--- config.mk ---
export PLATFORM = sky130hd
export DESIGN_NAME = fault_history_recorder
export DESIGN_NICKNAME = d
export VERILOG_FILES = /design/src/shared/fault_history_pkg.sv /design/src/hdl/fault_history_recorder.sv
export SDC_FILE = /design/constraint.sdc
export NUM_CORES = 1
export LEC_CHECK = 0
export BUFFER_PORTS_ARGS = -buffer_cell sky130_fd_sc_hd__buf_2
export CAP_MARGIN = 20
export CORE_MARGIN = 5
export CORE_UTILIZATION = 29
export DETAILED_ROUTE_END_ITERATION = 8
export PLACE_DENSITY_LB_ADDON = 0.2
export SLEW_MARGIN = 20
export SYNTH_ARGS = -nofsm -noshare
export SYNTH_HDL_FRONTEND = slang
export SYNTH_SLANG_ARGS = --single-unit
--- constraint.sdc ---
create_clock -name core_clk -period 15.6 [get_ports core_clk]
set_input_delay 0 -clock core_clk [delete_from_list [all_inputs] [get_ports core_clk]]
set_output_delay 0 -clock core_clk [all_outputs]
set_load 0.01 [all_outputs]
--- src/shared/fault_history_pkg.sv ---
`default_nettype none
package fault_history_pkg;
	localparam int CLK_HZ = 10_000_000;
	localparam int BANNER_MS = 1000;
	localparam int BANNER_CYC = CLK_HZ / 1000 * BANNER_MS;
	localparam int ALT_MS = 500;
	localparam int ALT_CYC = CLK_HZ / 1000 * ALT_MS;
	localparam int NUM_RECORDS = 4;
	localparam int NUM_ENTRIES = 4;
	localparam int VAL_W = 16;
	localparam int IDX_W = 2;
	localparam logic [VAL_W-1:0] NONE_VALUE = 16'h0000;
	localparam logic [VAL_W-1:0] EMPTY_VALUE = 16'hFFFF;
	localparam logic [VAL_W-1:0] ESTOP_CODE = 16'h00E5;
	localparam logic [VAL_W-1:0] ESTOP_SECONDARY = 16'h0000;
	localparam logic [7:0] HISTORY_ENTRY_PARAM = 8'h20;
	localparam logic [IDX_W-1:0] ENTRY_PRIMARY = 2'h0;
	localparam logic [IDX_W-1:0] ENTRY_SECONDARY = 2'h1;
	localparam logic [IDX_W-1:0] ENTRY_FREQ = 2'h2;
	localparam logic [IDX_W-1:0] ENTRY_CURRENT = 2'h3;
	localparam logic [1:0] SHOW_VALUE = 2'h0;
	localparam logic [1:0] SHOW_INDEX = 2'h1;
	localparam logic [1:0] SHOW_BANNER = 2'h2;
	localparam logic [1:0] SHOW_EMPTY = 2'h3;
	typedef enum logic [1:0] {ST_MONITOR, ST_BANNER, ST_BROWSE} browse_state_t;
endpackage
`default_nettype wire

--- src/hdl/fault_history_recorder.sv ---
`default_nettype none
module fault_history_recorder
	import fault_history_pkg::*;
#(
	parameter int BANNER_LEN = fault_history_pkg::BANNER_CYC, // Banner cycles
	parameter int ALT_LEN = fault_history_pkg::ALT_CYC // Alternation cycles
)
(
	input wire logic core_clk, // System clock
	input wire logic rst_n, // Async reset, active low
	input wire logic [7:0] monitor_param_sel, // Selected monitor parameter
	input wire logic set_key, // Set key pulse
	input wire logic mode_key, // Mode key pulse
	input wire logic digit_select_key, // Step to next record
	input wire logic knob_up, // Knob step up
	input wire logic knob_down, // Knob step down
	input wire logic history_clear_param, // Clear strobe, one = clear
	input wire logic fault_event, // Drive fault pulse
	input wire logic [fault_history_pkg::VAL_W-1:0] fault_primary, // Code
	input wire logic [fault_history_pkg::VAL_W-1:0] fault_secondary, // Code
	input wire logic [fault_history_pkg::VAL_W-1:0] out_freq, // Output freq
	input wire logic [fault_history_pkg::VAL_W-1:0] out_current, // Current
	input wire logic fault_reset_input, // Fault reset pin
	input wire logic emergency_stop_input, // Estop pin
	input wire logic estop_fault_select, // Treat estop as fault
	output logic browse_active, // In history browsing
	output logic [1:0] display_kind, // Banner, index, value or empty
	output logic [fault_history_pkg::IDX_W-1:0] disp_record, // Record index
	output logic [fault_history_pkg::IDX_W-1:0] disp_entry, // Entry index
	output logic [fault_history_pkg::VAL_W-1:0] display_value, // Value
	output logic fault_indicator, // Fault lamp
	output logic fault_relay_no, // NO contact closed
	output logic fault_relay_nc, // NC contact closed
	output logic run_permit // Operation permitted
);
	////////////////////////////////////////////////////////////////////
	logic rst_s1_reg, rst_s2_reg;
	logic rst_i_n;
	always_ff @(posedge core_clk or negedge rst_n)
		if (!rst_n)
		begin
			rst_s1_reg <= 1'b0;
			rst_s2_reg <= 1'b0;
		end
		else
		begin
			rst_s1_reg <= 1'b1;
			rst_s2_reg <= rst_s1_reg;
		end
	assign rst_i_n = rst_s2_reg;

	// Pin inputs from the terminal block are asynchronous
	logic [2:0] pin_s1_reg, pin_s2_reg;
	always_ff @(posedge core_clk or negedge rst_i_n)
		if (!rst_i_n)
		begin
			pin_s1_reg <= 3'h0;
			pin_s2_reg <= 3'h0;
		end
		else
		begin
			pin_s1_reg <= {fault_reset_input, emergency_stop_input,
				estop_fault_select};
			pin_s2_reg <= pin_s1_reg;
		end
	logic reset_pin, estop_pin, estop_sel;
	assign {reset_pin, estop_pin, estop_sel} = pin_s2_reg;

	////////////////////////////////////////////////////////////////////
	// Fault capture; estop raises only on its rising edge
	logic estop_prev_reg;
	logic estop_fault, new_fault;
	logic [VAL_W-1:0] new_rec [NUM_ENTRIES];
	always_ff @(posedge core_clk or negedge rst_i_n)
		if (!rst_i_n)
			estop_prev_reg <= 1'b0;
		else
			estop_prev_reg <= estop_pin;
	assign estop_fault = estop_sel && estop_pin && !estop_prev_reg;
	assign new_fault = fault_event || estop_fault;
	always_comb
	begin
		new_rec[ENTRY_PRIMARY] = estop_fault ? ESTOP_CODE : fault_primary;
		new_rec[ENTRY_SECONDARY] = estop_fault ? ESTOP_SECONDARY
			: fault_secondary;
		new_rec[ENTRY_FREQ] = out_freq;
		new_rec[ENTRY_CURRENT] = out_current;
	end

	logic fault_latch_reg;
	// A new fault wins over a simultaneous reset
	always_ff @(posedge core_clk or negedge rst_i_n)
		if (!rst_i_n)
			fault_latch_reg <= 1'b0;
		else if (new_fault)
			fault_latch_reg <= 1'b1;
		else if (reset_pin)
			fault_latch_reg <= 1'b0;

	always_ff @(posedge core_clk or negedge rst_i_n)
		if (!rst_i_n)
		begin
			fault_indicator <= 1'b0;
			fault_relay_no <= 1'b0;
			fault_relay_nc <= 1'b1;
			run_permit <= 1'b1;
		end
		else
		begin
			fault_indicator <= fault_latch_reg;
			fault_relay_no <= fault_latch_reg;
			fault_relay_nc <= !fault_latch_reg;
			run_permit <= !fault_latch_reg;
		end

	////////////////////////////////////////////////////////////////////
	logic [VAL_W-1:0] hist_reg [NUM_RECORDS][NUM_ENTRIES];
	logic [NUM_RECORDS-1:0] filled_reg;
	// Fault beats clear so an arriving fault is never lost
	always_ff @(posedge core_clk or negedge rst_i_n)
		if (!rst_i_n)
			filled_reg <= '0;
		else if (new_fault)
			filled_reg <= {filled_reg[NUM_RECORDS-2:0], 1'b1};
		else if (history_clear_param)
			filled_reg <= '0;

	genvar gr, ge;
	generate
		for (gr = 0; gr < NUM_RECORDS; gr++)
		begin : g_rec
			for (ge = 0; ge < NUM_ENTRIES; ge++)
			begin : g_ent
				always_ff @(posedge core_clk or negedge rst_i_n)
					if (!rst_i_n)
						hist_reg[gr][ge] <= EMPTY_VALUE;
					else if (new_fault)
						hist_reg[gr][ge] <= (gr == 0) ? new_rec[ge]
							: hist_reg[(gr == 0) ? 0 : gr-1][ge];
			end
		end
	endgenerate

	////////////////////////////////////////////////////////////////////
	browse_state_t state_reg;
	// One timer serves both counts, so it is sized for the longer
	localparam int TMR_MAX = BANNER_LEN > ALT_LEN ? BANNER_LEN : ALT_LEN;
	logic [$clog2(TMR_MAX+1)-1:0] timer_reg;
	logic [IDX_W-1:0] rec_reg, ent_reg;
	logic phase_reg;
	logic entered, leaving, tick;
	assign entered = state_reg == ST_MONITOR && set_key
		&& monitor_param_sel == HISTORY_ENTRY_PARAM;
	assign leaving = state_reg != ST_MONITOR && mode_key;
	assign tick = state_reg == ST_BANNER
		? timer_reg == ($bits(timer_reg))'(BANNER_LEN - 1)
		: timer_reg == ($bits(timer_reg))'(ALT_LEN - 1);

	always_ff @(posedge core_clk or negedge rst_i_n)
		if (!rst_i_n)
			state_reg <= ST_MONITOR;
		else if (leaving)
			state_reg <= ST_MONITOR;
		else
			unique case (state_reg)
				ST_MONITOR: if (entered) state_reg <= ST_BANNER;
				ST_BANNER: if (tick) state_reg <= ST_BROWSE;
				ST_BROWSE: state_reg <= ST_BROWSE;
				default: state_reg <= ST_MONITOR;
			endcase

	always_ff @(posedge core_clk or negedge rst_i_n)
		if (!rst_i_n)
			timer_reg <= '0;
		// Keys restart the count only while browsing, so the banner
		// stands its full time unless the mode key ends it
		else if (state_reg == ST_MONITOR || tick)
			timer_reg <= '0;
		else if (state_reg == ST_BROWSE
			&& (knob_up || knob_down || digit_select_key))
			timer_reg <= '0;
		else
			timer_reg <= timer_reg + 1'b1;

	always_ff @(posedge core_clk or negedge rst_i_n)
		if (!rst_i_n)
			phase_reg <= 1'b0;
		else if (state_reg != ST_BROWSE)
			phase_reg <= 1'b0;
		else if (tick)
			phase_reg <= !phase_reg;

	// Knob walks entries and carries into records; digit key jumps records
	always_ff @(posedge core_clk or negedge rst_i_n)
		if (!rst_i_n)
		begin
			rec_reg <= '0;
			ent_reg <= '0;
		end
		else if (entered)
		begin
			rec_reg <= '0;
			ent_reg <= '0;
		end
		else if (state_reg == ST_BROWSE)
		begin
			if (digit_select_key)
			begin
				rec_reg <= rec_reg + 1'b1;
				ent_reg <= '0;
			end
			else if (knob_up)
				{rec_reg, ent_reg} <= {rec_reg, ent_reg} + 1'b1;
			else if (knob_down)
				{rec_reg, ent_reg} <= {rec_reg, ent_reg} - 1'b1;
		end

	always_ff @(posedge core_clk or negedge rst_i_n)
		if (!rst_i_n)
		begin
			browse_active <= 1'b0;
			display_kind <= SHOW_VALUE;
			disp_record <= '0;
			disp_entry <= '0;
			display_value <= '0;
		end
		else
		begin
			browse_active <= state_reg != ST_MONITOR;
			disp_record <= rec_reg;
			disp_entry <= ent_reg;
			display_value <= filled_reg[rec_reg]
				? hist_reg[rec_reg][ent_reg] : EMPTY_VALUE;
			if (state_reg == ST_BANNER)
				display_kind <= SHOW_BANNER;
			else if (!phase_reg)
				display_kind <= SHOW_INDEX;
			else if (!filled_reg[rec_reg])
				display_kind <= SHOW_EMPTY;
			else
				display_kind <= SHOW_VALUE;
		end
endmodule
`default_nettype wire

# Word-level counts from Yosys, hierarchy flattened
# Cells that the tools add are included.
# word_totals
word_cells	111
input_bits	84
latchBits	0
register_bits	326
ram_bits	0
out_inout_bits	27
romBits	0
n_memories	0
# classes
div_mod_pow	0
n_lt_le_gt_ge	3
muxes	37
shift	0
n_eq_ne	8
addsub	4
multipliers	0
n_reduce_logical	22
n_bitwise	2
# ops
op	count
$bmux 64 s2	1
$mux 64	2
$mux 16	5
$mux 24	2
$bmux 16 s2	1
$mux 2	16
$add 24x1->24 const B	1
$eq 24x23->1 const B	1
$eq 24x24->1 const B	1
$reduce_bool 2->1	5
$eq 8x6->1 const B	1
$mux 4	2
$ge 3x3->1 const B	2
$logic_and 1x1->1	6
$mux 1	6
$ne 3x3->1 const B	2
$not 2->3	2
$pmux 2 s3	1
$add 4x1->4 const B	1
$logic_or 1x1->1	4
$reduce_and 2->1	2
$reduce_bool 4->1	1
$sub 4x1->4 const B	1
$logic_not 1->1	3
other kinds (7)	7

# Logic depth before layout (Yosys ltp)
# Gate-level depths: netlist of the first run.
# logic_depth
word_depth	8
ltp_mapped	9
mapped_depth_nobuf	7

# Worst setup path after synthesis of the first run
# No wires, ideal clock.
# synth_timing
kind	register to register
from	register state_reg[1]
to	register state_reg[0]
required_time_ns	15.472
path_slack_ns	13.510
path_stages_with_launch	8
t_arrival_ns	1.963
path_buffers	0
period_less_slack_ns	2.090
setup_ns	0.128
path_cell_list	dfrtp_1 -> inv_1 -> ha_1 -> nor4bb_1 -> mux2i_1 -> o41a_1 -> o2bb2ai_1 -> mux2_1
# synth_between
elab_chain_len	5
word_cells_on_any_way	13
cone_classes	eq/ne: 4; mux: 3; reduce/logical: 6
# synth_rtl
item	line	text
from (decl)	fault_history_recorder.sv:145	browse_state_t state_reg;
from (signal assigned)	fault_history_recorder.sv:161	state_reg <= ST_MONITOR;
from (signal assigned)	fault_history_recorder.sv:163	state_reg <= ST_MONITOR;
from (signal assigned)	fault_history_recorder.sv:166	ST_MONITOR: if (entered) state_reg <= ST_BANNER;
$logic_not 2->1	fault_history_recorder.sv:152, fault_history_recorder.sv:165	
$logic_and 1x1->1	fault_history_recorder.sv:152	assign entered = state_reg == ST_MONITOR && set_key
$logic_and 1x1->1	fault_history_recorder.sv:153	&& monitor_param_sel == HISTORY_ENTRY_PARAM;
$ne 3x3->1 (no source line)	-	
$reduce_and 2->1 (no source line)	-	
# Parallel ways exist; a longest one is shown, timed or not.
# A chain may end at the register's enable or synchronous reset.

# Worst setup path after layout of the first run
# layout_timing
from	register rec_reg[0]
to	register display_value[6] (netlist name)
# layout_between
elab_chain_len	8
word_cells_on_any_way	10
cone_classes	mux: 9; bitwise: 1
# layout_rtl
item	line	text
from (decl)	fault_history_recorder.sv:149	logic [IDX_W-1:0] rec_reg, ent_reg;
from (signal assigned)	fault_history_recorder.sv:209	rec_reg <= rec_reg + 1'b1;
from (signal assigned)	fault_history_recorder.sv:213	{rec_reg, ent_reg} <= {rec_reg, ent_reg} + 1'b1;
from (signal assigned)	fault_history_recorder.sv:215	{rec_reg, ent_reg} <= {rec_reg, ent_reg} - 1'b1;
$not 2->3 (implied by the code)	fault_history_recorder.sv:233	? hist_reg[rec_reg][ent_reg] : EMPTY_VALUE;
$bmux 64 s2	fault_history_recorder.sv:233	
$mux 64 (implied by the code) (2 in series)	fault_history_recorder.sv:233	
$bmux 16 s2	fault_history_recorder.sv:233	
$mux 16 (implied by the code) (2 in series)	fault_history_recorder.sv:233	
$mux 16 *	fault_history_recorder.sv:233	
to (signal assigned)	fault_history_recorder.sv:232	display_value <= filled_reg[rec_reg]
to (decl)	fault_history_recorder.sv:30	output logic [fault_history_pkg::VAL_W-1:0] display_value,
# Mark *: on every way between the ends. The rest lies on a longest branch, timed or not. The select of a mux whose other input is x is not followed.

==> impl_metrics.csv, run 1 <==
group,metric,value,unit
synthesis,netlist_area,14850,um^2
die,initial_core_util,0.2913,
cells_and_area,drive_gt1_frac,0.3354,
setup_path,r2r_end,"display_value[6]",
setup_path,worstRegToRegCells,4,
setup_path,startpoint,"rec_reg[0]",
power_and_ir_drop,p_leak,8.089,nW
setup_path,endpoint_kind,"flip-flop",
sta,final-hold-violation-count,0,
place,routabilityCongestion,0.7562,
power_and_ir_drop,intPower,0.001956,W
synthesis,synth_common_cells,"692 x nand2_1, 257 x dfstp_2, 81 x mux4_2",
global_route,grt_pass1_wl,62870,um
global_route,grt_use_met2,0.2349,
cells_and_area,multi_input_comb_area,5938,um^2
global_route,grt_pass1_vias,10710,
synthesis,synth.avg_cell_area,10.51,um^2
setup_path,cpMostUsedCell,"mux4_2",
sta,finalSetupViolCount,0,
die,num_rows,83,
power_and_ir_drop,power.density,153.5,nW/um^2
sta,setup_tns,0,ps
die,ios,111,
setup_path,slowest_stage,"buf_4",
detailed_routing,firstDrtPassIters,5,
cells_and_area,diodes,0,
synthesis,synth_top_area_cell,"dfstp_2",
setup_path,r2r-start,"rec_reg[0]",
global_route,grt_max_degree,231,
place,dp_hpwl,24280,um
setup_path,endpoint,"display_value[6]",
cells_and_area,final-seq-area,8488,um^2
worst_hold_path,hp-class,"in -> reg",
synthesis,async_flop_share,1.000,
sta,worst-slew-pin-transition,1171,ps
synthesis,synth_nets,1505,
global_route,grt-ovfl-total,0,
detailed_routing,drt_wl_total,38950,um
cts,max-clock-path-buffers,3,
sta,fin_ws,12580,ps
synthesis,synth_edf_count,0,
setup_path,worstPathArrival,3410,ps
setup_path,cp_data_required_time,15990,ps
setup_path,crit_chain,"buf_4 -> mux4_2 -> mux4_2 -> nand2b_1",
setup_path,cpPeakStageDelay,810,ps
cts,path_clk_slew,60,ps
cts,postCtsSetupRepairBufs,0,
setup_path,path_buf_inv,1,
die,dieArea,55850,um^2
synthesis,synth_ff_type,"dfstp_2",
sta,final.setup_skew,21.16,ps
place,pre_cts_ws,12510,ps
synthesis,ys_ff_latch,326,
cts,cts.sinks,326,
sta,min_period,3021,ps
setup_path,path_class,"reg -> reg",
sta,post-route-period-util,0.1937,
sta,max_freq,0.3310,GHz
power_and_ir_drop,ir_drop,0.08170,mV
power_and_ir_drop,sequentialPowerShare,0.426,
setup_path,crit_fanout,44,
setup_path,r2r_slack,12580,ps
detailed_routing,ant_nets,0,
synthesis,yosysSeqAreaShare,0.5708,
detailed_routing,route.detailed.drc,0,
detailed_routing,vias_per_cell,4.441,
synthesis,yosysTopAreaCellShare,0.4546,
cells_and_area,num-fill-cells,5109,
die,fp.dieW,236.3,um
global_route,busiest_layer,"met2",
setup_path,cp-start-kind,"flip-flop",
synthesis,ys_types,50,
cells_and_area,final_net_count,1663,
setup_path,cp.depth,4,
detailed_routing,drtIter0Drc,690,
global_route,grtUsageTotal,0.1396,
sta,maxSlewViolCount,0,
global_route,antenna_found_initial,0,
sta,relSlewSlack,0.2191,
synthesis,yosysWarningCount,0,
cts,cts_buffers,39,
global_route,use_met1,0.1880,
power_and_ir_drop,p_comb_frac,0.243,
cts,h-tree-depth,2,
die,coreArea,50990,um^2
outcome,outcome,"finished, final reports clean",
cells_and_area,largest_reg_flops,256,
flow_run,cap_violations,0,
sta,rsz0062_at_grt,"false",
cts,cts_tree,"built",
synthesis,synth.most_common_cell,"nand2_1",
detailed_routing,routed-via-count,10131,
detailed_routing,avgRoutedWirePerCell,17.08,um
power_and_ir_drop,p_switching,0.0008186,W
setup_path,critPathTopFamily,"multiplexers",
power_and_ir_drop,netSwitchingFraction,0.2950,
cts,clock_latency,550,ps
cells_and_area,layout-area-overhead-vs-synth,21.66,%
die,die_y,236.3,um
global_route,grt_use_met3,0.02373,
power_and_ir_drop,clockPowerShare,0.331,
synthesis,synth.area.top_cells,"dfstp_2 45%, nand2_1 17%, mux4_2 12%",
cts,root_buffer,"clkbuf_16",
cts,cts_resized,0,
place,io_buffers,110,
synthesis,synthCells,1414,
==> worst min path at each step <==
stage                                     from           end  slack (ps)  cells after the start
after detailed placement                 rst_n    rst_s1_reg        -210                      1
after global routing      monitor_param_sel[3]  state_reg[0]          50                      6
after global placement                   rst_n    rst_s1_reg        -210                      1
after floorplan                          rst_n       rst_i_n        -300                      0
final                     monitor_param_sel[3]  state_reg[0]          40                      6
after CTS                 monitor_param_sel[3]  state_reg[0]          10                      6
==> worst min-delay path, delay by kind of cell <==
family                 cells  cell delay, ps
muxes                      1             190
and+or+nand+nor            2             160
buffers and inverters      2             120
AOI/OAI and AO/OA          1              70
==> logic make-up after synthesis <==
logic type	count (synthesis)	synth area share
flops	326	0.5708
buf+inv	96	0.03058
xor+xnor	25	0.01474
other cells	1	0.0002525
compound gates	20	0.009013
simple gates	822	0.2214
mux	117	0.1472
fa+ha+maj	7	0.005896
==> per-layer routing <==
metal | vias up | routed length, um
met2 | 153 | 19270
li1 | 4895 | -
met5 | - | 0
met1 | 5035 | 17530
met3 | 48 | 1404
met4 | 0 | 751
==> layout make-up <==
cell class,count,area share
multi-input cells,992,0.3286
repair buffers,199,0.07983
clock inverters,14,0.007131
well taps,680,0.04708
flip-flops and latches,326,0.4697
inverters,14,0.002908
clock buffers,56,0.06474
==> cell usage in the layout (no fill, tap or decap), drive strengths merged, types with 3 or more instances in the layout <==
cell type	n
a21oi	4
and3	3
and4	3
buf	121
clkbuf	56
clkinv	9
dfrtp	69
dfstp	257
dlygate4sd3	78
ha	7
inv	15
mux2i	34
mux4	81
nand2	692
nand2b	17
nand3	7
nand3b	4
nand4	3
nor2	64
nor3	9
nor4	4
nor4bb	4
o211ai	3
o21ai	6
or4b	3
xnor2	18
xor2	7
==> through the flow <==
stage               power (W)  std cells    util  hold slack [ps]  area, um^2
floorplan            0.001672       1414       -           -295.6       14850
global placement     0.001869       2133  0.3135           -209.2       15990
detailed placement   0.001879       2133  0.3135           -205.8       15990
CTS                  0.002843       2281  0.3543            11.07       18070
global route         0.002945       2281  0.3544            51.74       18070
finish               0.002775       2281  0.3544            41.30       18070
==> power groups by stage <==
stage                     Clock (W)  Sequential, W  Combinational (W)
after floorplan                   0        0.00115           0.000527
after global placement            0        0.00120           0.000666
after detailed placement          0        0.00120           0.000678
after CTS                  0.000955        0.00119           0.000697
after global routing       0.000988        0.00121           0.000751
final                      0.000917        0.00118           0.000674
==> what timing repair did <==
item / 4_1_cts / 5_1_grt
endpoints found under the setup margin: 0 / 0
hold buffers: 78 / 0
hold endpoints to repair: 80 / 0
Power figures use the tool's default switching activity.
==> run 2, diff against run 1 <==
--- a/config.mk
+++ b/config.mk
@@ -5,6 +5,7 @@
 export SDC_FILE = /design/constraint.sdc
 export NUM_CORES = 1
 export LEC_CHECK = 0
+export ABC_AREA = 1
 export BUFFER_PORTS_ARGS = -buffer_cell sky130_fd_sc_hd__buf_2
 export CAP_MARGIN = 20
 export CORE_MARGIN = 5
==> constraint.sdc (replaced) <==
create_clock -name core_clk -period 3.02 [get_ports core_clk]
set_input_delay 0 -clock core_clk [delete_from_list [all_inputs] [get_ports core_clk]]
set_output_delay 0 -clock core_clk [all_outputs]
set_load 0.01 [all_outputs]
==> run 2 against run 1 <==
Compared with the run above: register-to-register slack worse by 12000 ps; non-clock buffer count is 17 higher; worst hold slack worse by 14 ps; cell count is 18% higher; routed wire length is 13% higher; first-iteration DRC count is 39% higher; synthesized cell count is 29% higher; count of clock-buffer cells in the layout is 2 higher.
==> impl_metrics.csv, run 2 <==
group,metric,value,unit
synthesis,synth_top_area_cell,"dfstp_2",
sta,min_period,2191,ps
synthesis,synthCells,1828,
cts,cts.sinks,326,
sta,final.setup_skew,18.82,ps
power_and_ir_drop,sequentialPowerShare,0.400,
power_and_ir_drop,power.density,807.6,nW/um^2
setup_path,endpoint_kind,"flip-flop",
outcome,outcome,"finished, final reports clean",
cts,postCtsSetupRepairBufs,0,
worst_hold_path,hp-class,"in -> reg",
synthesis,yosysWarningCount,0,
synthesis,netlist_area,15490,um^2
die,num_rows,84,
die,coreArea,52760,um^2
synthesis,synth_edf_count,0,
sta,finalSetupViolCount,0,
die,fp.dieW,241.1,um
synthesis,yosysTopAreaCellShare,0.4360,
global_route,grt_pass1_wl,69350,um
place,routabilityCongestion,0.8289,
cells_and_area,largest_reg_flops,256,
detailed_routing,vias_per_cell,4.597,
cts,root_buffer,"clkbuf_16",
sta,relSlewSlack,0.4201,
global_route,grt_pass1_vias,12080,
setup_path,slowest_stage,"buf_4",
power_and_ir_drop,netSwitchingFraction,0.3670,
sta,max_freq,0.4565,GHz
detailed_routing,route.detailed.drc,0,
setup_path,path_class,"reg -> reg",
synthesis,synth_nets,1919,
synthesis,ys_ff_latch,326,
setup_path,cpMostUsedCell,"nand3_1",
cells_and_area,final_net_count,2062,
synthesis,async_flop_share,1.000,
synthesis,yosysSeqAreaShare,0.5475,
sta,final-hold-violation-count,0,
die,die_y,241.1,um
detailed_routing,firstDrtPassIters,5,
flow_run,cap_violations,0,
power_and_ir_drop,ir_drop,0.3858,mV
cts,clock_latency,560,ps
cts,h-tree-depth,2,
sta,setup_tns,0,ps
cells_and_area,layout-area-overhead-vs-synth,20.49,%
setup_path,path_buf_inv,1,
setup_path,cp_data_required_time,3410,ps
detailed_routing,avgRoutedWirePerCell,16.40,um
synthesis,synth_common_cells,"436 x nand2_1, 324 x o21ai_0, 257 x dfstp_2",
power_and_ir_drop,p_leak,7.991,nW
setup_path,crit_chain,"buf_4 -> a21oi_1 -> o21ai_0 -> nand3_1 -> nand3_1 -> nand4_1",
synthesis,synth.avg_cell_area,8.473,um^2
setup_path,r2r-start,"rec_reg[1]",
synthesis,synth_ff_type,"dfstp_2",
cells_and_area,drive_gt1_frac,0.2493,
sta,maxSlewViolCount,0,
synthesis,synth.area.top_cells,"dfstp_2 44%, dfrtp_1 11%, nand2_1 11%",
cts,max-clock-path-buffers,3,
cts,cts_tree,"built",
power_and_ir_drop,p_comb_frac,0.296,
cts,cts_buffers,39,
cells_and_area,final_cell_mix,"436 x nand2_1, 324 x o21ai_0, 257 x dfstp_2, 223 x inv_1, 110 x buf_2",
cells_and_area,layout_commonest_cell,"nand2_1",
die,dieArea,58130,um^2
sta,worst-slew-pin-transition,869.8,ps
detailed_routing,drt_wl_total,44130,um
synthesis,ys_types,38,
power_and_ir_drop,intPower,0.009541,W
sta,post-route-period-util,0.7254,
setup_path,cpPeakStageDelay,710,ps
setup_path,crit_fanout,66,
die,ios,111,
global_route,grt-ovfl-total,0,
setup_path,worstPathArrival,2580,ps
synthesis,synth.most_common_cell,"nand2_1",
power_and_ir_drop,clockPowerShare,0.304,
place,dp_hpwl,29080,um
detailed_routing,ant_nets,0,
setup_path,cp-start-kind,"flip-flop",
global_route,grtUsageTotal,0.1505,
cts,path_clk_slew,60,ps
global_route,grt_max_degree,124,
detailed_routing,routed-via-count,12366,
power_and_ir_drop,p_switching,0.005531,W
setup_path,critPathTopFamily,"buffers and inverters",
sta,rsz0062_at_grt,"false",
die,initial_core_util,0.2936,
detailed_routing,drtIter0Drc,956,
worst_hold_path,worstHoldStart,"monitor_param_sel[1]",
power_and_ir_drop,total_power,0.01507,W
global_route,antenna_found_initial,0,
place,io_buffers,110,
cells_and_area,diodes,0,
setup_path,startpoint,"rec_reg[1]",
## run 2: path summary, 6_finish.rpt
check / to / slack [ps] / cells past startpoint
max: display_value[1] / 830 / 6
min: state_reg[0] / 30 / 6
max reg2reg: display_value[1] / 830 / 6
min reg2reg: pin_s2_reg[0] / 350 / 0
max in group asynchronous: hist_reg[213] / 1690 / 1
min in group asynchronous: rst_i_n / 300 / 3
## run 2: cell type report
| class | count | area [um^2] |
|---|---|---|
| clock inverters | 14 | 113.9 |
| well taps | 688 | 860.8 |
| clock buffers | 58 | 1129 |
| fillers | 5508 | 34100 |
| flip-flops and latches | 326 | 8491 |
| multi-input cells | 1159 | 5525 |
| repair buffers | 216 | 1682 |
| inverters | 229 | 862.1 |
## run 2: power groups by stage
stage / sequential, W / combinational, W / clock [W]
3_3_place_gp: 0.00609 / 0.00434 / 0
6_report: 0.00603 / 0.00446 / 0.00459
4_1_cts: 0.00604 / 0.00451 / 0.00477
2_1_floorplan: 0.00583 / 0.00319 / 0
5_1_grt: 0.00613 / 0.00506 / 0.00493
3_5_place_dp: 0.00609 / 0.00439 / 0
## run 2: worst min-delay path, cell delays in order
cell     delay [ps]
buf_2            70
nor2_1           30
nand4_1         170
nand2_1         110
nand3_1          90
nand2_1          50
## run 2: routing by layer
layer / part of all wire / GRT usage
met5: 0 / 0
met4: 0.021 / 0.03932
met3: 0.054 / 0.02411
met2: 0.43 / 0.2290
met1: 0.49 / 0.2237
## run 2: cell families (layout without fill, tap and decap cells)
kind of cell | Yosys count | count (layout) | synth area share
and+or+nand+nor | 645 | 645 | 0.1747
AOI/OAI and AO/OA | 487 | 487 | 0.1651
buffers and inverters | 343 | 517 | 0.09613
DFF | 326 | 326 | 0.5475
xor gates and xnor gates | 19 | 19 | 0.01074
adders and majority gates | 7 | 7 | 0.005654
other | 1 | 1 | 0.0002421
## run 2: repair_timing
action                     4_1_cts  5_1_grt
setup endpoints to repair        0        0
resized for setup                0        0
hold buffers                    79        0
hold endpoints to repair        81        0
## run 2: through the flow
stage,util,worst slack [ps],area [um^2],hold WS (ps),cells
finish,0.3537,829.4,18660,27.20,2690
detailed placement,0.3152,874.3,16630,-214.3,2539
global route,0.3537,636.9,18660,66.96,2690
floorplan,-,-69.44,15490,-295.6,1828
CTS,0.3537,867.7,18660,0.9791,2690
global placement,0.3152,903.3,16630,-215.3,2539
==> run 3, diff against run 2 <==
--- a/config.mk
+++ b/config.mk
@@ -5,7 +5,7 @@
 export SDC_FILE = /design/constraint.sdc
 export NUM_CORES = 1
 export LEC_CHECK = 0
-export ABC_AREA = 1
+export ABC_AREA = 0
 export BUFFER_PORTS_ARGS = -buffer_cell sky130_fd_sc_hd__buf_2
 export CAP_MARGIN = 20
 export CORE_MARGIN = 5
==> constraint.sdc (replaced) <==
create_clock -name core_clk -period 1.9 [get_ports core_clk]
set_input_delay 0 -clock core_clk [delete_from_list [all_inputs] [get_ports core_clk]]
set_output_delay 0 -clock core_clk [all_outputs]
set_load 0.01 [all_outputs]
==> run 3 against run 2 <==
Compared with the run above: the flow now finishes with violations (negative setup slack); sequential power rose by 59%; highest routed layer unchanged; global-route usage fell by 0.46 points; clock skew fell by 3.1 ps; cell count fell by 11%; non-clock buffer count rose by 88; die area fell by 3.9%; sequential cell count did not move; critical path depth fell by 1; largest power group unchanged; clock power rose by 56%; register-to-register slack got worse by 980 ps; worst hold slack improved by 88 ps; setup slack got worse by 980 ps; critical endpoint is now display_value[11].
==> impl_metrics.csv, run 3 (same netlist as run 1, synthesis figures left out) <==
group,metric,value,unit
outcome,outcome,"finished with violations",
outcome,violations,"negative setup slack",
sta,post-route-period-util,1.080,
cells_and_area,layout-area-overhead-vs-synth,32.61,%
global_route,grt_max_degree,80,
cells_and_area,layout_commonest_cell,"nand2_1",
sta,max_freq,0.4875,GHz
global_route,grt_pass1_wl,65280,um
detailed_routing,route.detailed.drc,0,
detailed_routing,ant_nets,0,
sta,worst-slew-pin-transition,659.1,ps
setup_path,worstRegToRegCells,5,
sta,fin_ws,-151.4,ps
flow_run,cap_violations,0,
power_and_ir_drop,power.density,1278,nW/um^2
cts,h-tree-depth,2,
place,placed_cell_area,16850,um^2
cells_and_area,utilization,0.3863,
sta,final.setup_skew,15.71,ps
die,fp.dieW,236.3,um
cells_and_area,final_cell_mix,"692 x nand2_1, 257 x dfstp_2, 110 x buf_2, 81 x mux4_2",
setup_path,crit_chain,"buf_12 -> clkbuf_16 -> mux4_2 -> mux4_2 -> nand2b_4",
place,io_buffers,110,
setup_path,cpPeakStageDelay,500,ps
cells_and_area,final_net_count,1767,
place,dp_hpwl,27700,um
detailed_routing,routed-via-count,10733,
cts,cts.sinks,326,
cts,path_clk_slew,60,ps
die,ios,111,
cts,cts_tree,"built",
sta,final-hold-violation-count,0,
worst_hold_path,min_path_cells,2,
sta,rsz0062_at_grt,"true",
sta,maxSlewViolCount,0,
sta,relSlewSlack,0.5569,
detailed_routing,firstDrtPassIters,4,
global_route,grtUsageTotal,0.1459,
global_route,grt-ovfl-total,0,
sta,finalSetupViolCount,42,
setup_path,worstPathArrival,2470,ps
sta,holdWs,115.2,ps
setup_path,slowest_stage,"mux4_2",
cells_and_area,design_area,19700,um^2
sta,min_period,2051,ps
setup_path,path_class,"reg -> reg",
setup_path,path_buf_inv,2,
die,coreArea,50990,um^2
power_and_ir_drop,p_leak,8.841,nW
die,dieArea,55850,um^2
cells_and_area,largest_reg_flops,256,
setup_path,cpMostUsedCell,"mux4_2",
cts,cts_buffers,38,
setup_path,cp-start-kind,"flip-flop",
setup_path,crit_fanout,7,
detailed_routing,vias_per_cell,4.500,
setup_path,endpoint_kind,"flip-flop",
cells_and_area,diodes,0,
power_and_ir_drop,ir_drop,0.7035,mV
detailed_routing,drt_wl_total,41600,um
setup_path,cp.depth,5,
setup_path,critPathTopFamily,"multiplexers",
setup_path,cp_data_required_time,2320,ps
global_route,grt_pass1_vias,11196,
die,die_y,236.3,um
place,pre_cts_ws,-128.9,ps
cells_and_area,drive_gt1_frac,0.4088,
die,num_rows,83,
power_and_ir_drop,total_power,0.02517,W
cts,clock_latency,540,ps
worst_hold_path,hp-class,"in -> reg",
cts,root_buffer,"clkbuf_16",
global_route,antenna_found_initial,1,
detailed_routing,avgRoutedWirePerCell,17.44,um
place,routabilityCongestion,0.7831,
detailed_routing,drtIter0Drc,599,
die,initial_core_util,0.2913,
cts,max-clock-path-buffers,3,
run 3: cell count changes in the layout (fill, tap and decap cells not counted), moves of 33 or more:
cell     before  now
a21oi_1      92    2
buf_4        16   76
inv_1       223   10
mux2i_1       0   33
mux4_2        0   81
nand2_1     436  692
nand3_1      62    7
nor2_1       84   39
o21ai_0     324    5
run 3: where the power goes:
part	switching [W]	leakage [nW]	internal, W	total, W
clock network	0.00295	0.607	0.00421	0.00716
registers	0.000950	3.54	0.00864	0.00959
logic	0.00361	4.70	0.00481	0.00842
total	0.00751	8.84	0.0177	0.0252
run 3: metal layers:
layer,GRT usage,wire [um],part of all wire,vias up
met1,0.1965,18170,0.44,5364
met4,0.04058,1003,0.024,0
li1,-,-,-,5121
met2,0.2451,20830,0.50,191
met3,0.02350,1593,0.038,57
met5,0,0,0,-
run 3: what timing repair did:
| item | 4_1_cts | 5_1_grt |
|---|---|---|
| pin swaps | 4 | 25 |
| setup buffers | 7 | 19 |
| hold buffers | 76 | 0 |
| setup endpoints to repair | 41 | 45 |
| gates resized for setup | 13 | 75 |
| cloned | 2 | 6 |
| hold endpoints to repair | 90 | 0 |
run 3: worst reg2reg max path: cells and delay by family, from the launching register on:
kind	cells	cell delay, ps
AND/OR/NAND/NOR	1	150
multiplexers	2	970
flip-flops	1	450
buffers and inverters	2	370
run 3: layout make-up:
class | instances | area, um^2
well taps | 680 | 850.8
clock buffers | 51 | 1061
clock inverters | 18 | 153.9
repair buffers | 304 | 2751
fillers | 4988 | 31290
inverters | 14 | 52.55
multi-input cells | 992 | 6340
flip-flops and latches | 326 | 8488
run 3: worst paths after layout:
path | slack, ps | startpoint | endpoint
max in group asynchronous | 950 | rst_i_n | hist_reg[245]
max reg2reg | -150 | rec_reg[0] | display_value[11]
min in group asynchronous | 350 | rst_n | rst_s1_reg
min reg2reg | 350 | pin_s1_reg[2] | pin_s2_reg[2]
min | 120 | fault_reset_input | pin_s1_reg[2]
max | -150 | rec_reg[0] | display_value[11]
run 3: metrics by stage:
stage                     setup TNS (ps)  instances
final                              -3026       2385
after global routing               -7480       2385
after CTS                          -1745       2361
after detailed placement           -3498       2207
after global placement             -4852       2207
after floorplan                  -202960       1414
